===== src/design/hpsc_pkg.sv =====
/*
 Shared constants and types of the host port: widths, address map of the device's
 I/O space, bit positions, reset values, cycle counts, the controller's register map
 and the state types of both ends. Assumes nothing beyond a SystemVerilog compiler.
*/
package hpsc_pkg;
    localparam int ADDR_W    = 27;
    localparam int DATA_W    = 32;
    localparam int LANES     = 4;
    localparam int MEM_AW    = 4;
    localparam int MEM_DEPTH = 16;
    localparam int IO_SEL_POS = 26;
    localparam int EV_W      = 3;
    localparam int PIN_W     = 5;
    localparam int SYNC_N    = 3;

    localparam logic [1:0] IO_CTRL = 2'h0;
    localparam logic [1:0] IO_STAT = 2'h1;
    localparam logic [1:0] IO_CLR  = 2'h2;
    localparam logic [1:0] IO_EN   = 2'h3;

    localparam int HALT_POS   = 0;
    localparam int INTERRUPT_OUT_BIT_POS = 1;
    localparam int EV_BUS_FAULT_FLAG  = 0;
    localparam int EV_IRQA    = 1;
    localparam int EV_IRQB    = 2;

    localparam int PIN_SEL  = 0;
    localparam int PIN_RD   = 1;
    localparam int PIN_WR   = 2;
    localparam int PIN_IRQA = 3;
    localparam int PIN_IRQB = 4;
    localparam logic [PIN_W-1:0] PIN_RST = 5'h1f;

    localparam logic [1:0] PHASE_TICK  = 2'h3;
    localparam logic [1:0] STRAP_WAIT  = 2'h3;
    localparam logic [4:0] WR_LOW_CYC  = 5'h10;

    localparam logic [7:0] HR_CMD   = 8'h00;
    localparam logic [7:0] HR_ADDR  = 8'h04;
    localparam logic [7:0] HR_BSEL  = 8'h08;
    localparam logic [7:0] HR_WDATA = 8'h0c;
    localparam logic [7:0] HR_RDATA = 8'h10;
    localparam logic [7:0] HR_LIVE  = 8'h14;
    localparam logic [7:0] HR_STAT  = 8'h18;
    localparam logic [7:0] HR_CLR   = 8'h1c;
    localparam logic [7:0] HR_EN    = 8'h20;
    localparam int CMD_START = 0;
    localparam int CMD_WRITE = 1;
    localparam int HEV_DONE  = 0;
    localparam int HEV_IRQ   = 1;

    typedef enum {DS_IDLE, DS_RDFETCH, DS_WRHOLD, DS_WRGATE, DS_DONE} hpsc_dev_state_t;
    typedef enum {HS_IDLE, HS_SETUP, HS_RD, HS_WRLOW, HS_WRWAIT, HS_END} hpsc_host_state_t;
endpackage


===== src/design/hpsc_if.sv =====
/*
 Pins between the host controller and the device's host port, with one modport per end.
 Assumes both ends run on the same clk; the device still synchronises the host strobes.
*/
`timescale 1ns/100ps
interface hpsc_if;
    import hpsc_pkg::*;
    logic                hostSelectN;
    logic [ADDR_W-1:0]   hostLongwordAddress;
    logic [LANES-1:0]    hostByteLaneSel;
    logic                hostRdN;
    logic                hostWrN;
    logic [DATA_W-1:0]   hostWriteData;
    logic [DATA_W-1:0]   readLatchData;
    logic                readLatchStrobe;
    logic                writeLatchOe;
    logic                hostReadyOut;
    logic                hostIrqOut;

    modport dev (input hostSelectN, hostLongwordAddress, hostByteLaneSel, hostRdN, hostWrN,
                 hostWriteData, output readLatchData, readLatchStrobe, writeLatchOe,
                 hostReadyOut, hostIrqOut);
    modport host (output hostSelectN, hostLongwordAddress, hostByteLaneSel, hostRdN, hostWrN,
                  hostWriteData, input readLatchData, readLatchStrobe, writeLatchOe,
                  hostReadyOut, hostIrqOut);
endinterface


===== src/design/hpsc_device.sv =====
/*
 Device end of the host port: synchronised host strobes, address capture, I/O registers,
 a small local memory, host interrupt, boot strap, local clocks and local interrupt inputs.
 Assumes the host holds address, byte lanes and write data stable while its select is low.
*/
// The address map and the APB slave port are this design's own decisions.
`timescale 1ns/100ps
// How it works
// RQ1: Select low captures address and byte lanes.
// RQ2: Accesses start only while select is low.
// RQ3: Select level at reset release picks boot mode; the strap reads pin_ff before it leaves PIN_RST, so selfBoot stays 0.
// RQ4: Read raises latch strobe to load data.
// RQ5: Interrupt-out bit drives the host interrupt.
// RQ6: Bus faults may also raise host interrupt.
// RQ7: Write cycles assert the write latch enable.
// RQ8: Ready low until access can complete.
// RQ9: Host pairs ready with strobe or enable.
// RQ10: Host read and write strobes active low.
// RQ11: Host never asserts both strobes together.
// RQ12: Write strobe rising edge means data available.
// RQ13: Two local clocks a quarter period apart.
// RQ14: Outputs change with the local clocks; localIrqReq follows pin_ff on every clk.
// RQ15: Local interrupt held low until recognised.
// RQ16: Local interrupts pass a synchroniser first.
// RQ17: Reset sets registers and inactive outputs.
// RQ18: Host-present halts until halt bit cleared.
// RQ19: Ready returns low after strobes removed.
module hpsc_device (
    input  wire logic              clk,
    input  wire logic              reset,
    hpsc_if.dev                    port,
    input  wire logic              localIrqAN,
    input  wire logic              localIrqBN,
    output logic                   localClockA,
    output logic                   localClockB,
    output logic [1:0]             localIrqReq,
    output logic                   cpuRun,
    output logic                   selfBoot
);
    import hpsc_pkg::*;

    logic [PIN_W-1:0]        sync1_ff, sync2_ff, sync3_ff, pin_ff, pinPrev_ff;
    logic [1:0]              phase_ff;
    logic                    tick;
    hpsc_dev_state_t         state_ff;
    logic [ADDR_W-1:0]       addr_ff;
    logic [LANES-1:0]        lanes_ff;
    logic [DATA_W-1:0]       rdData_ff;
    logic                    strobe_ff, oe_ff, ready_ff;
    logic [1:0]              strapCnt_ff;
    logic                    strapDone_ff, hostPresent_ff, halt_ff, interrupt_out_bit_ff;
    logic [EV_W-1:0]         status_ff, enable_ff, nxt_status, events;
    logic [DATA_W-1:0]       mem_ff [MEM_DEPTH];
    logic                    isIo, memHit, wrCommit, rdFetch;
    logic [DATA_W-1:0]       fetchVal;

    // Host strobes and local interrupts pass three flops; a level counts once two agree.
    always_ff @(posedge clk or posedge reset) begin
        if (reset) begin
            sync1_ff <= PIN_RST;
            sync2_ff <= PIN_RST;
            sync3_ff <= PIN_RST;
        end else begin
            sync1_ff <= {localIrqBN, localIrqAN, port.hostWrN, port.hostRdN, port.hostSelectN};
            sync2_ff <= sync1_ff;
            sync3_ff <= sync2_ff;
        end
    end

    generate
        for (genvar i = 0; i < PIN_W; i++) begin : g_pin
            always_ff @(posedge clk or posedge reset) begin
                if (reset) begin
                    pin_ff[i] <= PIN_RST[i];
                end else if (sync2_ff[i] == sync3_ff[i]) begin
                    pin_ff[i] <= sync3_ff[i]; // RQ16
                end
            end
        end
    endgenerate

    always_ff @(posedge clk or posedge reset) begin
        if (reset) begin
            pinPrev_ff <= PIN_RST;
        end else if (tick) begin
            pinPrev_ff <= pin_ff; // RQ14
        end
    end

    assign localIrqReq = ~pin_ff[PIN_IRQB:PIN_IRQA]; // RQ16

    // Local clock phases; the FSM steps once per local clock period.
    always_ff @(posedge clk or posedge reset) begin
        if (reset) begin
            phase_ff    <= 2'h0;
            localClockA <= 1'b0;
            localClockB <= 1'b0;
        end else begin
            phase_ff    <= phase_ff + 2'h1;
            localClockA <= phase_ff[0] ^ phase_ff[1] ^ phase_ff[0]; // RQ13
            localClockB <= phase_ff[1] ^ phase_ff[0]; // RQ13
        end
    end

    assign tick = (phase_ff == PHASE_TICK); // RQ14

    // Boot strap: the synchronised select level just after reset release.
    always_ff @(posedge clk or posedge reset) begin
        if (reset) begin
            strapCnt_ff    <= 2'h0;
            strapDone_ff   <= 1'b0;
            hostPresent_ff <= 1'b1;
        end else if (!strapDone_ff) begin
            strapCnt_ff <= strapCnt_ff + 2'h1;
            if (strapCnt_ff == STRAP_WAIT) begin
                strapDone_ff   <= 1'b1;
                hostPresent_ff <= pin_ff[PIN_SEL]; // RQ3
            end
        end
    end

    assign cpuRun   = strapDone_ff && !halt_ff; // RQ18
    assign selfBoot = strapDone_ff && !hostPresent_ff; // RQ3

    assign isIo     = addr_ff[IO_SEL_POS];
    assign memHit   = (addr_ff[IO_SEL_POS-1:MEM_AW] == '0);
    assign wrCommit = tick && (state_ff == DS_WRGATE);
    assign rdFetch  = tick && (state_ff == DS_RDFETCH);

    always_comb begin
        fetchVal = '0;
        if (isIo) begin
            case (addr_ff[1:0])
                IO_CTRL: fetchVal = {30'h0, interrupt_out_bit_ff, halt_ff};
                IO_STAT: fetchVal = {29'h0, status_ff};
                IO_EN:   fetchVal = {29'h0, enable_ff};
                default: fetchVal = '0;
            endcase
        end else if (memHit) begin
            fetchVal = mem_ff[addr_ff[MEM_AW-1:0]];
        end
    end

    // Host access sequencer.
    always_ff @(posedge clk or posedge reset) begin
        if (reset) begin
            state_ff  <= DS_IDLE; // RQ17
            addr_ff   <= '0;
            lanes_ff  <= '0;
            rdData_ff <= '0;
            strobe_ff <= 1'b0;
            oe_ff     <= 1'b0;
            ready_ff  <= 1'b0;
        end else if (tick) begin
            case (state_ff)
                DS_IDLE: begin
                    if (strapDone_ff && !pin_ff[PIN_SEL]) begin // RQ2
                        addr_ff  <= port.hostLongwordAddress; // RQ1
                        lanes_ff <= port.hostByteLaneSel; // RQ1
                        if (!pin_ff[PIN_RD]) begin
                            state_ff <= DS_RDFETCH;
                        end else if (!pin_ff[PIN_WR]) begin
                            state_ff <= DS_WRHOLD;
                        end
                    end
                end
                DS_RDFETCH: begin
                    rdData_ff <= fetchVal;
                    strobe_ff <= 1'b1; // RQ4
                    state_ff  <= DS_DONE;
                end
                DS_WRHOLD: begin
                    if (pin_ff[PIN_SEL]) begin
                        state_ff <= DS_IDLE;
                    end else if (pin_ff[PIN_WR]) begin
                        oe_ff    <= 1'b1; // RQ12 RQ7
                        state_ff <= DS_WRGATE;
                    end
                end
                DS_WRGATE: begin
                    ready_ff <= 1'b1; // RQ8
                    state_ff <= DS_DONE;
                end
                DS_DONE: begin
                    ready_ff <= 1'b1; // RQ8
                    if (pin_ff[PIN_SEL] && pin_ff[PIN_RD] && pin_ff[PIN_WR]) begin
                        ready_ff  <= 1'b0; // RQ19
                        strobe_ff <= 1'b0;
                        oe_ff     <= 1'b0;
                        state_ff  <= DS_IDLE;
                    end
                end
                default: state_ff <= DS_IDLE;
            endcase
        end
    end

    assign port.readLatchData   = rdData_ff;
    assign port.readLatchStrobe = strobe_ff;
    assign port.writeLatchOe    = oe_ff;
    assign port.hostReadyOut    = ready_ff;

    // Local memory, written per byte lane; one process keeps the array single-driven.
    always_ff @(posedge clk) begin
        for (int b = 0; b < LANES; b++) begin
            if (wrCommit && !isIo && memHit && lanes_ff[b]) begin
                mem_ff[addr_ff[MEM_AW-1:0]][8*b +: 8] <= port.hostWriteData[8*b +: 8]; // RQ7
            end
        end
    end

    // Control register: halt and interrupt-out bits.
    always_ff @(posedge clk or posedge reset) begin
        if (reset) begin
            halt_ff   <= 1'b1; // RQ17
            interrupt_out_bit_ff <= 1'b0;
        end else if (!strapDone_ff && strapCnt_ff == STRAP_WAIT) begin
            halt_ff <= pin_ff[PIN_SEL]; // RQ3
        end else if (wrCommit && isIo && addr_ff[1:0] == IO_CTRL) begin
            halt_ff   <= port.hostWriteData[HALT_POS]; // RQ18
            interrupt_out_bit_ff <= port.hostWriteData[INTERRUPT_OUT_BIT_POS];
        end
    end

    // Sticky events; a new event wins over a clear in the same cycle.
    always_comb begin
        events            = '0;
        events[EV_BUS_FAULT_FLAG] = (rdFetch || wrCommit) && !isIo && !memHit; // RQ6
        events[EV_IRQA]   = pinPrev_ff[PIN_IRQA] && !pin_ff[PIN_IRQA];
        events[EV_IRQB]   = pinPrev_ff[PIN_IRQB] && !pin_ff[PIN_IRQB];
        nxt_status        = status_ff;
        if (wrCommit && isIo && addr_ff[1:0] == IO_CLR) begin
            nxt_status = status_ff & ~port.hostWriteData[EV_W-1:0];
        end
        nxt_status = nxt_status | events;
    end

    always_ff @(posedge clk or posedge reset) begin
        if (reset) begin
            status_ff <= '0;
            enable_ff <= '0;
        end else if (tick) begin
            status_ff <= nxt_status; // RQ14
            if (wrCommit && isIo && addr_ff[1:0] == IO_EN) begin
                enable_ff <= port.hostWriteData[EV_W-1:0];
            end
        end
    end

    assign port.hostIrqOut = interrupt_out_bit_ff || (|(status_ff & enable_ff)); // RQ5 RQ6
endmodule


===== src/flat_wrapper.sv =====
// flat-port wrapper written by rule: the top's interface ports become plain ports
module hpsc_device_flat import hpsc_pkg::*;
  (clk, reset, localIrqAN, localIrqBN, localClockA, localClockB, localIrqReq, cpuRun, selfBoot, port_hostSelectN, port_hostLongwordAddress, port_hostByteLaneSel, port_hostRdN, port_hostWrN, port_hostWriteData, port_readLatchData, port_readLatchStrobe, port_writeLatchOe, port_hostReadyOut, port_hostIrqOut);
  hpsc_if port_i ();
  input  wire logic clk;
  input  wire logic reset;
  input  wire logic localIrqAN;
  input  wire logic localIrqBN;
  output logic localClockA;
  output logic localClockB;
  output logic [1:0] localIrqReq;
  output logic cpuRun;
  output logic selfBoot;
  input wire logic [$bits(port_i.hostSelectN)-1:0] port_hostSelectN;
  input wire logic [$bits(port_i.hostLongwordAddress)-1:0] port_hostLongwordAddress;
  input wire logic [$bits(port_i.hostByteLaneSel)-1:0] port_hostByteLaneSel;
  input wire logic [$bits(port_i.hostRdN)-1:0] port_hostRdN;
  input wire logic [$bits(port_i.hostWrN)-1:0] port_hostWrN;
  input wire logic [$bits(port_i.hostWriteData)-1:0] port_hostWriteData;
  output wire logic [$bits(port_i.readLatchData)-1:0] port_readLatchData;
  output wire logic [$bits(port_i.readLatchStrobe)-1:0] port_readLatchStrobe;
  output wire logic [$bits(port_i.writeLatchOe)-1:0] port_writeLatchOe;
  output wire logic [$bits(port_i.hostReadyOut)-1:0] port_hostReadyOut;
  output wire logic [$bits(port_i.hostIrqOut)-1:0] port_hostIrqOut;
  assign port_i.hostSelectN = port_hostSelectN;
  assign port_i.hostLongwordAddress = port_hostLongwordAddress;
  assign port_i.hostByteLaneSel = port_hostByteLaneSel;
  assign port_i.hostRdN = port_hostRdN;
  assign port_i.hostWrN = port_hostWrN;
  assign port_i.hostWriteData = port_hostWriteData;
  assign port_readLatchData = port_i.readLatchData;
  assign port_readLatchStrobe = port_i.readLatchStrobe;
  assign port_writeLatchOe = port_i.writeLatchOe;
  assign port_hostReadyOut = port_i.hostReadyOut;
  assign port_hostIrqOut = port_i.hostIrqOut;
  hpsc_device u_core (.clk(clk), .reset(reset), .port(port_i), .localIrqAN(localIrqAN), .localIrqBN(localIrqBN), .localClockA(localClockA), .localClockB(localClockB), .localIrqReq(localIrqReq), .cpuRun(cpuRun), .selfBoot(selfBoot));
endmodule

===== config.mk =====
export PLATFORM = sky130hd
export DESIGN_NAME = hpsc_device_flat
export DESIGN_NICKNAME = d
export VERILOG_FILES = /design/src/design/hpsc_pkg.sv /design/src/design/hpsc_if.sv /design/src/design/hpsc_device.sv /design/src/flat_wrapper.sv
export SDC_FILE = /design/constraint.sdc
export NUM_CORES = 1
export LEC_CHECK = 0
export ABC_AREA = 0
export CAP_MARGIN = 20
export CORE_ASPECT_RATIO = 1.5
export CORE_MARGIN = 2
export CORE_UTILIZATION = 63
export CTS_CLUSTER_SIZE = 25
export DETAILED_ROUTE_END_ITERATION = 12
export DONT_BUFFER_PORTS = 1
export GPL_TIMING_DRIVEN = 0
export MAX_ROUTING_LAYER = met4
export PLACE_DENSITY_LB_ADDON = 0.05
export SYNTH_ARGS = -nofsm -noshare
export SYNTH_HDL_FRONTEND = slang
export SYNTH_SLANG_ARGS = --single-unit
export TNS_END_PERCENT = 20

===== constraint.sdc =====
create_clock -name clk -period 5.41 [get_ports clk]
set_clock_uncertainty 0.2 [all_clocks]
set_input_delay 1.082 -clock clk [delete_from_list [all_inputs] [get_ports clk]]
set_output_delay 1.082 -clock clk [all_outputs]
set_load 0.02 [all_outputs]

==> results list <==
* Max-Cap Viols: 0
* Class of the most critical hold timing path: register to register
- Growth of design area from synthesis to finish: 11.5%
- Clock period minus final worst setup slack: around 3.7 ns
* Buffers inserted during post-CTS setup optimization: 0
- The clock passes through at most 3 buffers.
* Cell-by-cell trace of the critical path: nor4_1 -> nand4_1 -> nor3_4 -> nand3_1 -> buf_2 -> nor2_1
* Worst Setup End Kind: register
- Worst reg2reg startpoint: u_core.addr_ff[10]
- For this design the top-level I/O count stands at between 100 and 150.
- Clock latency on the worst-skew pair, taken at its later pin, is around 0.59 ns.
- Total global routing overflow: 0
- The first routing iteration left between 1000 and 1500 violations.
- Reg power frac: between 40% and 50%
- Per-cell routed wire length: between 20 and 30 um
- Core Box Area: ~37000 sq um
- Mean instance size in the synthesized netlist: approximately 20 sq um
- CTS built an H-tree with a depth of 2.
- Clock Tree Root: clkbuf_16
- Width of the die: 162 um
* Switch share: 27.4%
- For the pin with the worst max-slew slack, the measured transition is between 1 and 1.5 ns.
- Net Switching: 3460 uW
- The mapped netlist covers roughly 24000 sq um.
- The synthesized design contains just over 600 register bits.
- RSZ-0062 raised after global routing: no
* Net Count, Synth: ~1200
- Number of distinct library cells after synthesis: between 40 and 50
* Outcome: complete, no violations
- Die height: about 240 um
- CTS tree: built
- The hold violation total from the final report is 0.
- Hold repair after CTS inserted 0 buffers.
- Tot Pwr: 12600 uW
- The number of gates resized after CTS was 0.
- Post-synthesis instance total: 1175
- For this run, the total global-route usage over all layers was measured as between 20% and 30%.
* Largest net degree at the start of global routing: 68
- The first global-routing pass estimated ~77000 um of wire.
* Setup-violating endpoint count in the final report: 0
- Based on the critical path, the design can be clocked at up to 270 MHz.
* Worst VDD drop: roughly 0.29 mV
* DRT Wirelength: around 52000 um
- STA puts the critical path data arrival time at between 3 and 4 ns.
- Counting flops with an async set or reset pin after synthesis yields a share of between 10% and 20%.
- Max incr delay on CP: about 0.87 ns
- Synth Warn #: 0
* Launch point of the critical path: u_core.addr_ff[10]
- TritonCTS created between 50 and 60 clock buffers.
* Clock transition at the registers of the reported paths: around 0.06 ns
* Slowest CP cell: nor2_1
- Leakage: around 0.0086 uW
- For this run, design rule violations remaining after detail routing come to 0.
* Routed via count: around 12000
- Internal power: between 9000 and 10000 uW
- By startpoint and endpoint, the worst setup path is classified as register to register.
- Before antenna repair, the detailed router went through 5 iterations.
- Detail Route Antenna Nets: 0
- CTS saw 618 sinks.
* Origin of the worst min-delay path: u_core.sync1_ff[0]
* Vias in the first global route: about 12000
- Floorplan die area: around 39000 sq um
- Total count of max-transition violations in the final report: 0
- Fraction of final layout cells with drive strength greater than 1: 25.9%
- On the final layout, the worst hold slack is between 0.15 and 0.2 ns.
- For this run, the leading register cell type out of synthesis is edfxtp_1.
- Number of rows created at floorplan: 86
- Starting Density: 64.1%
* Gate power share: roughly a quarter
- Tcrit/Tclk final: 68.4%
* Maximum fanout count along the critical path: 10
- Headroom to the max-slew limit came out at 22.5%.
- Critical path startpoint category: register
* Detail Placement HPWL: about 34000 um
- At the end of the flow, the number of nets in the layout was 1313.
* Data required, critical path: around 5.4 ns
- The share of total power dissipated in the clock network is 32.7%.
- Port Buffer Count: 0
- Gpl congestion: 0.852
- Sequential cells were found to cover 76.6% of the synthesized design area.
- The initial antenna violation count is 3.
* Vias/cell: about 6.6
* Count of flip-flops with a built-in enable after synthesis: 512
- Power per cell area: ~480 nW/um^2
==> power groups by stage <==
stage / registers [uW] / logic, uW / clock network (uW)
after floorplan: 5530 / 2160 / 0
after global placement: 5570 / 2960 / 0
after detailed placement: 5570 / 3010 / 0
after CTS: 5470 / 3040 / 4160
after global routing: 5490 / 3190 / 4350
final: 5480 / 3010 / 4120
==> registers in the layout, indices dropped and copies added (netlist names), 4 cells and up <==
| signal | cells |
|---|---|
| u_core.addr_ff | 27 |
| u_core.port.readLatchData | 32 |
| u_core.mem_ff | 512 |
| u_core.pin_ff | 5 |
| u_core.sync2_ff | 5 |
| u_core.sync1_ff | 5 |
| u_core.sync3_ff | 5 |
| u_core.lanes_ff | 4 |
==> through the flow <==
step | instance area [sq um] | worst slack, ns | instances | utilization, % | setup TNS, ns
after floorplan | 23600 | 1.38 | 1175 | - | 0
after global placement | 24200 | -0.0784 | 1659 | 65.7 | -5.14
after detailed placement | 24300 | 1.67 | 1668 | 66.1 | 0
after CTS | 26300 | 1.65 | 1768 | 71.4 | 0
after global routing | 26300 | 1.48 | 1773 | 71.5 | 0
final | 26300 | 1.71 | 1774 | 71.5 | 0
==> final cells by class <==
cell class,instances,area [sq um]
sequential,618,18100
fill,2276,10500
multi-input combinational,478,5210
clock buffer,79,1620
tap,484,606
buffer,70,342
clock inverter,21,318
timing repair buffer,11,109
inverter,9,36.3
antenna,4,10.0
==> cells in the final DEF, fill, tap and decap left out, types with 6 or more instances in the layout <==
cell | Yosys | final
edfxtp_1 | 512 | 512
mux4_2 | 126 | 126
dfrtp_1 | 82 | 82
nor2_1 | 64 | 64
clkbuf_16 | 0 | 60
nand2_1 | 53 | 53
clkbuf_1 | 33 | 47
mux2_2 | 39 | 39
a22o_1 | 31 | 31
a221oi_1 | 31 | 31
o21ai_1 | 29 | 29
dfstp_2 | 24 | 24
buf_2 | 21 | 23
buf_4 | 6 | 11
nor2b_1 | 9 | 9
o21ai_0 | 9 | 9
inv_1 | 9 | 8
bufinv_16 | 0 | 8
nand3_1 | 7 | 7
buf_6 | 4 | 7
clkinv_2 | 0 | 7
buf_1 | 6 | 6
nor3_2 | 0 | 6
==> worst paths after layout <==
check                                             end  slack (ns)  cells past startpoint
worst max-delay path            u_core.mem_ff[14][27]        1.71                      6
worst min-delay path               u_core.sync2_ff[0]        0.16                      0
worst max register to register  u_core.mem_ff[14][27]        1.71                      6
worst min register to register     u_core.sync2_ff[0]        0.16                      0
max in group asynchronous            u_core.pin_ff[4]        4.01                      2
min in group asynchronous          u_core.addr_ff[23]        0.21                      1
==> synth_stat cells, drive strengths merged, types with 2 or more instances <==
master / n / area, sq um
mux4: 126 / 2840
nor2: 64 / 240
and4: 2 / 17.5
nand3: 10 / 65.1
o21ai: 38 / 190
nand2b: 2 / 12.5
and3: 3 / 18.8
nor2b: 9 / 56.3
inv: 9 / 33.8
dfstp: 24 / 631
a21oi: 4 / 20.0
nand4: 3 / 18.8
edfxtp: 512 / 15400
a31oi: 4 / 25.0
and2: 5 / 31.3
mux2i: 5 / 50.1
a22o: 31 / 272
a221oi: 31 / 272
clkbuf: 33 / 124
a32o: 2 / 20.0
nand2: 53 / 199
nor3: 10 / 61.3
buf: 37 / 218
ha: 2 / 25.0
nor4: 9 / 56.3
a22oi: 5 / 37.5
dfrtp: 82 / 2050
maj3: 5 / 50.1
o31ai: 2 / 15.0
mux2: 41 / 462
==> metal layers <==
metal	global-route usage [%]	part of all wire [%]	up-vias
li1	-	-	4916
met2	46.9	52	567
met3	5.50	8.1	103
met1	35.9	37	6093
met4	9.71	3.1	0
met5	-	0	-
==> worst max-delay path: cells and delay by family (launching register included) <==
family	cells	cell delay [ns]
AND/OR/NAND/NOR	5	2.45
flip-flops	1	0.38
buffers and inverters	1	0.27
==> cell families after synthesis <==
kind of cell	after synthesis	share of synthesized area, %
compound gates	124	3.87
flops	618	76.6
mux	172	14.2
fa+ha+maj	7	0.318
simple gates	173	3.39
xor+xnor	2	0.0743
buf+inv	79	1.59
(Power assumes the default switching activity.)
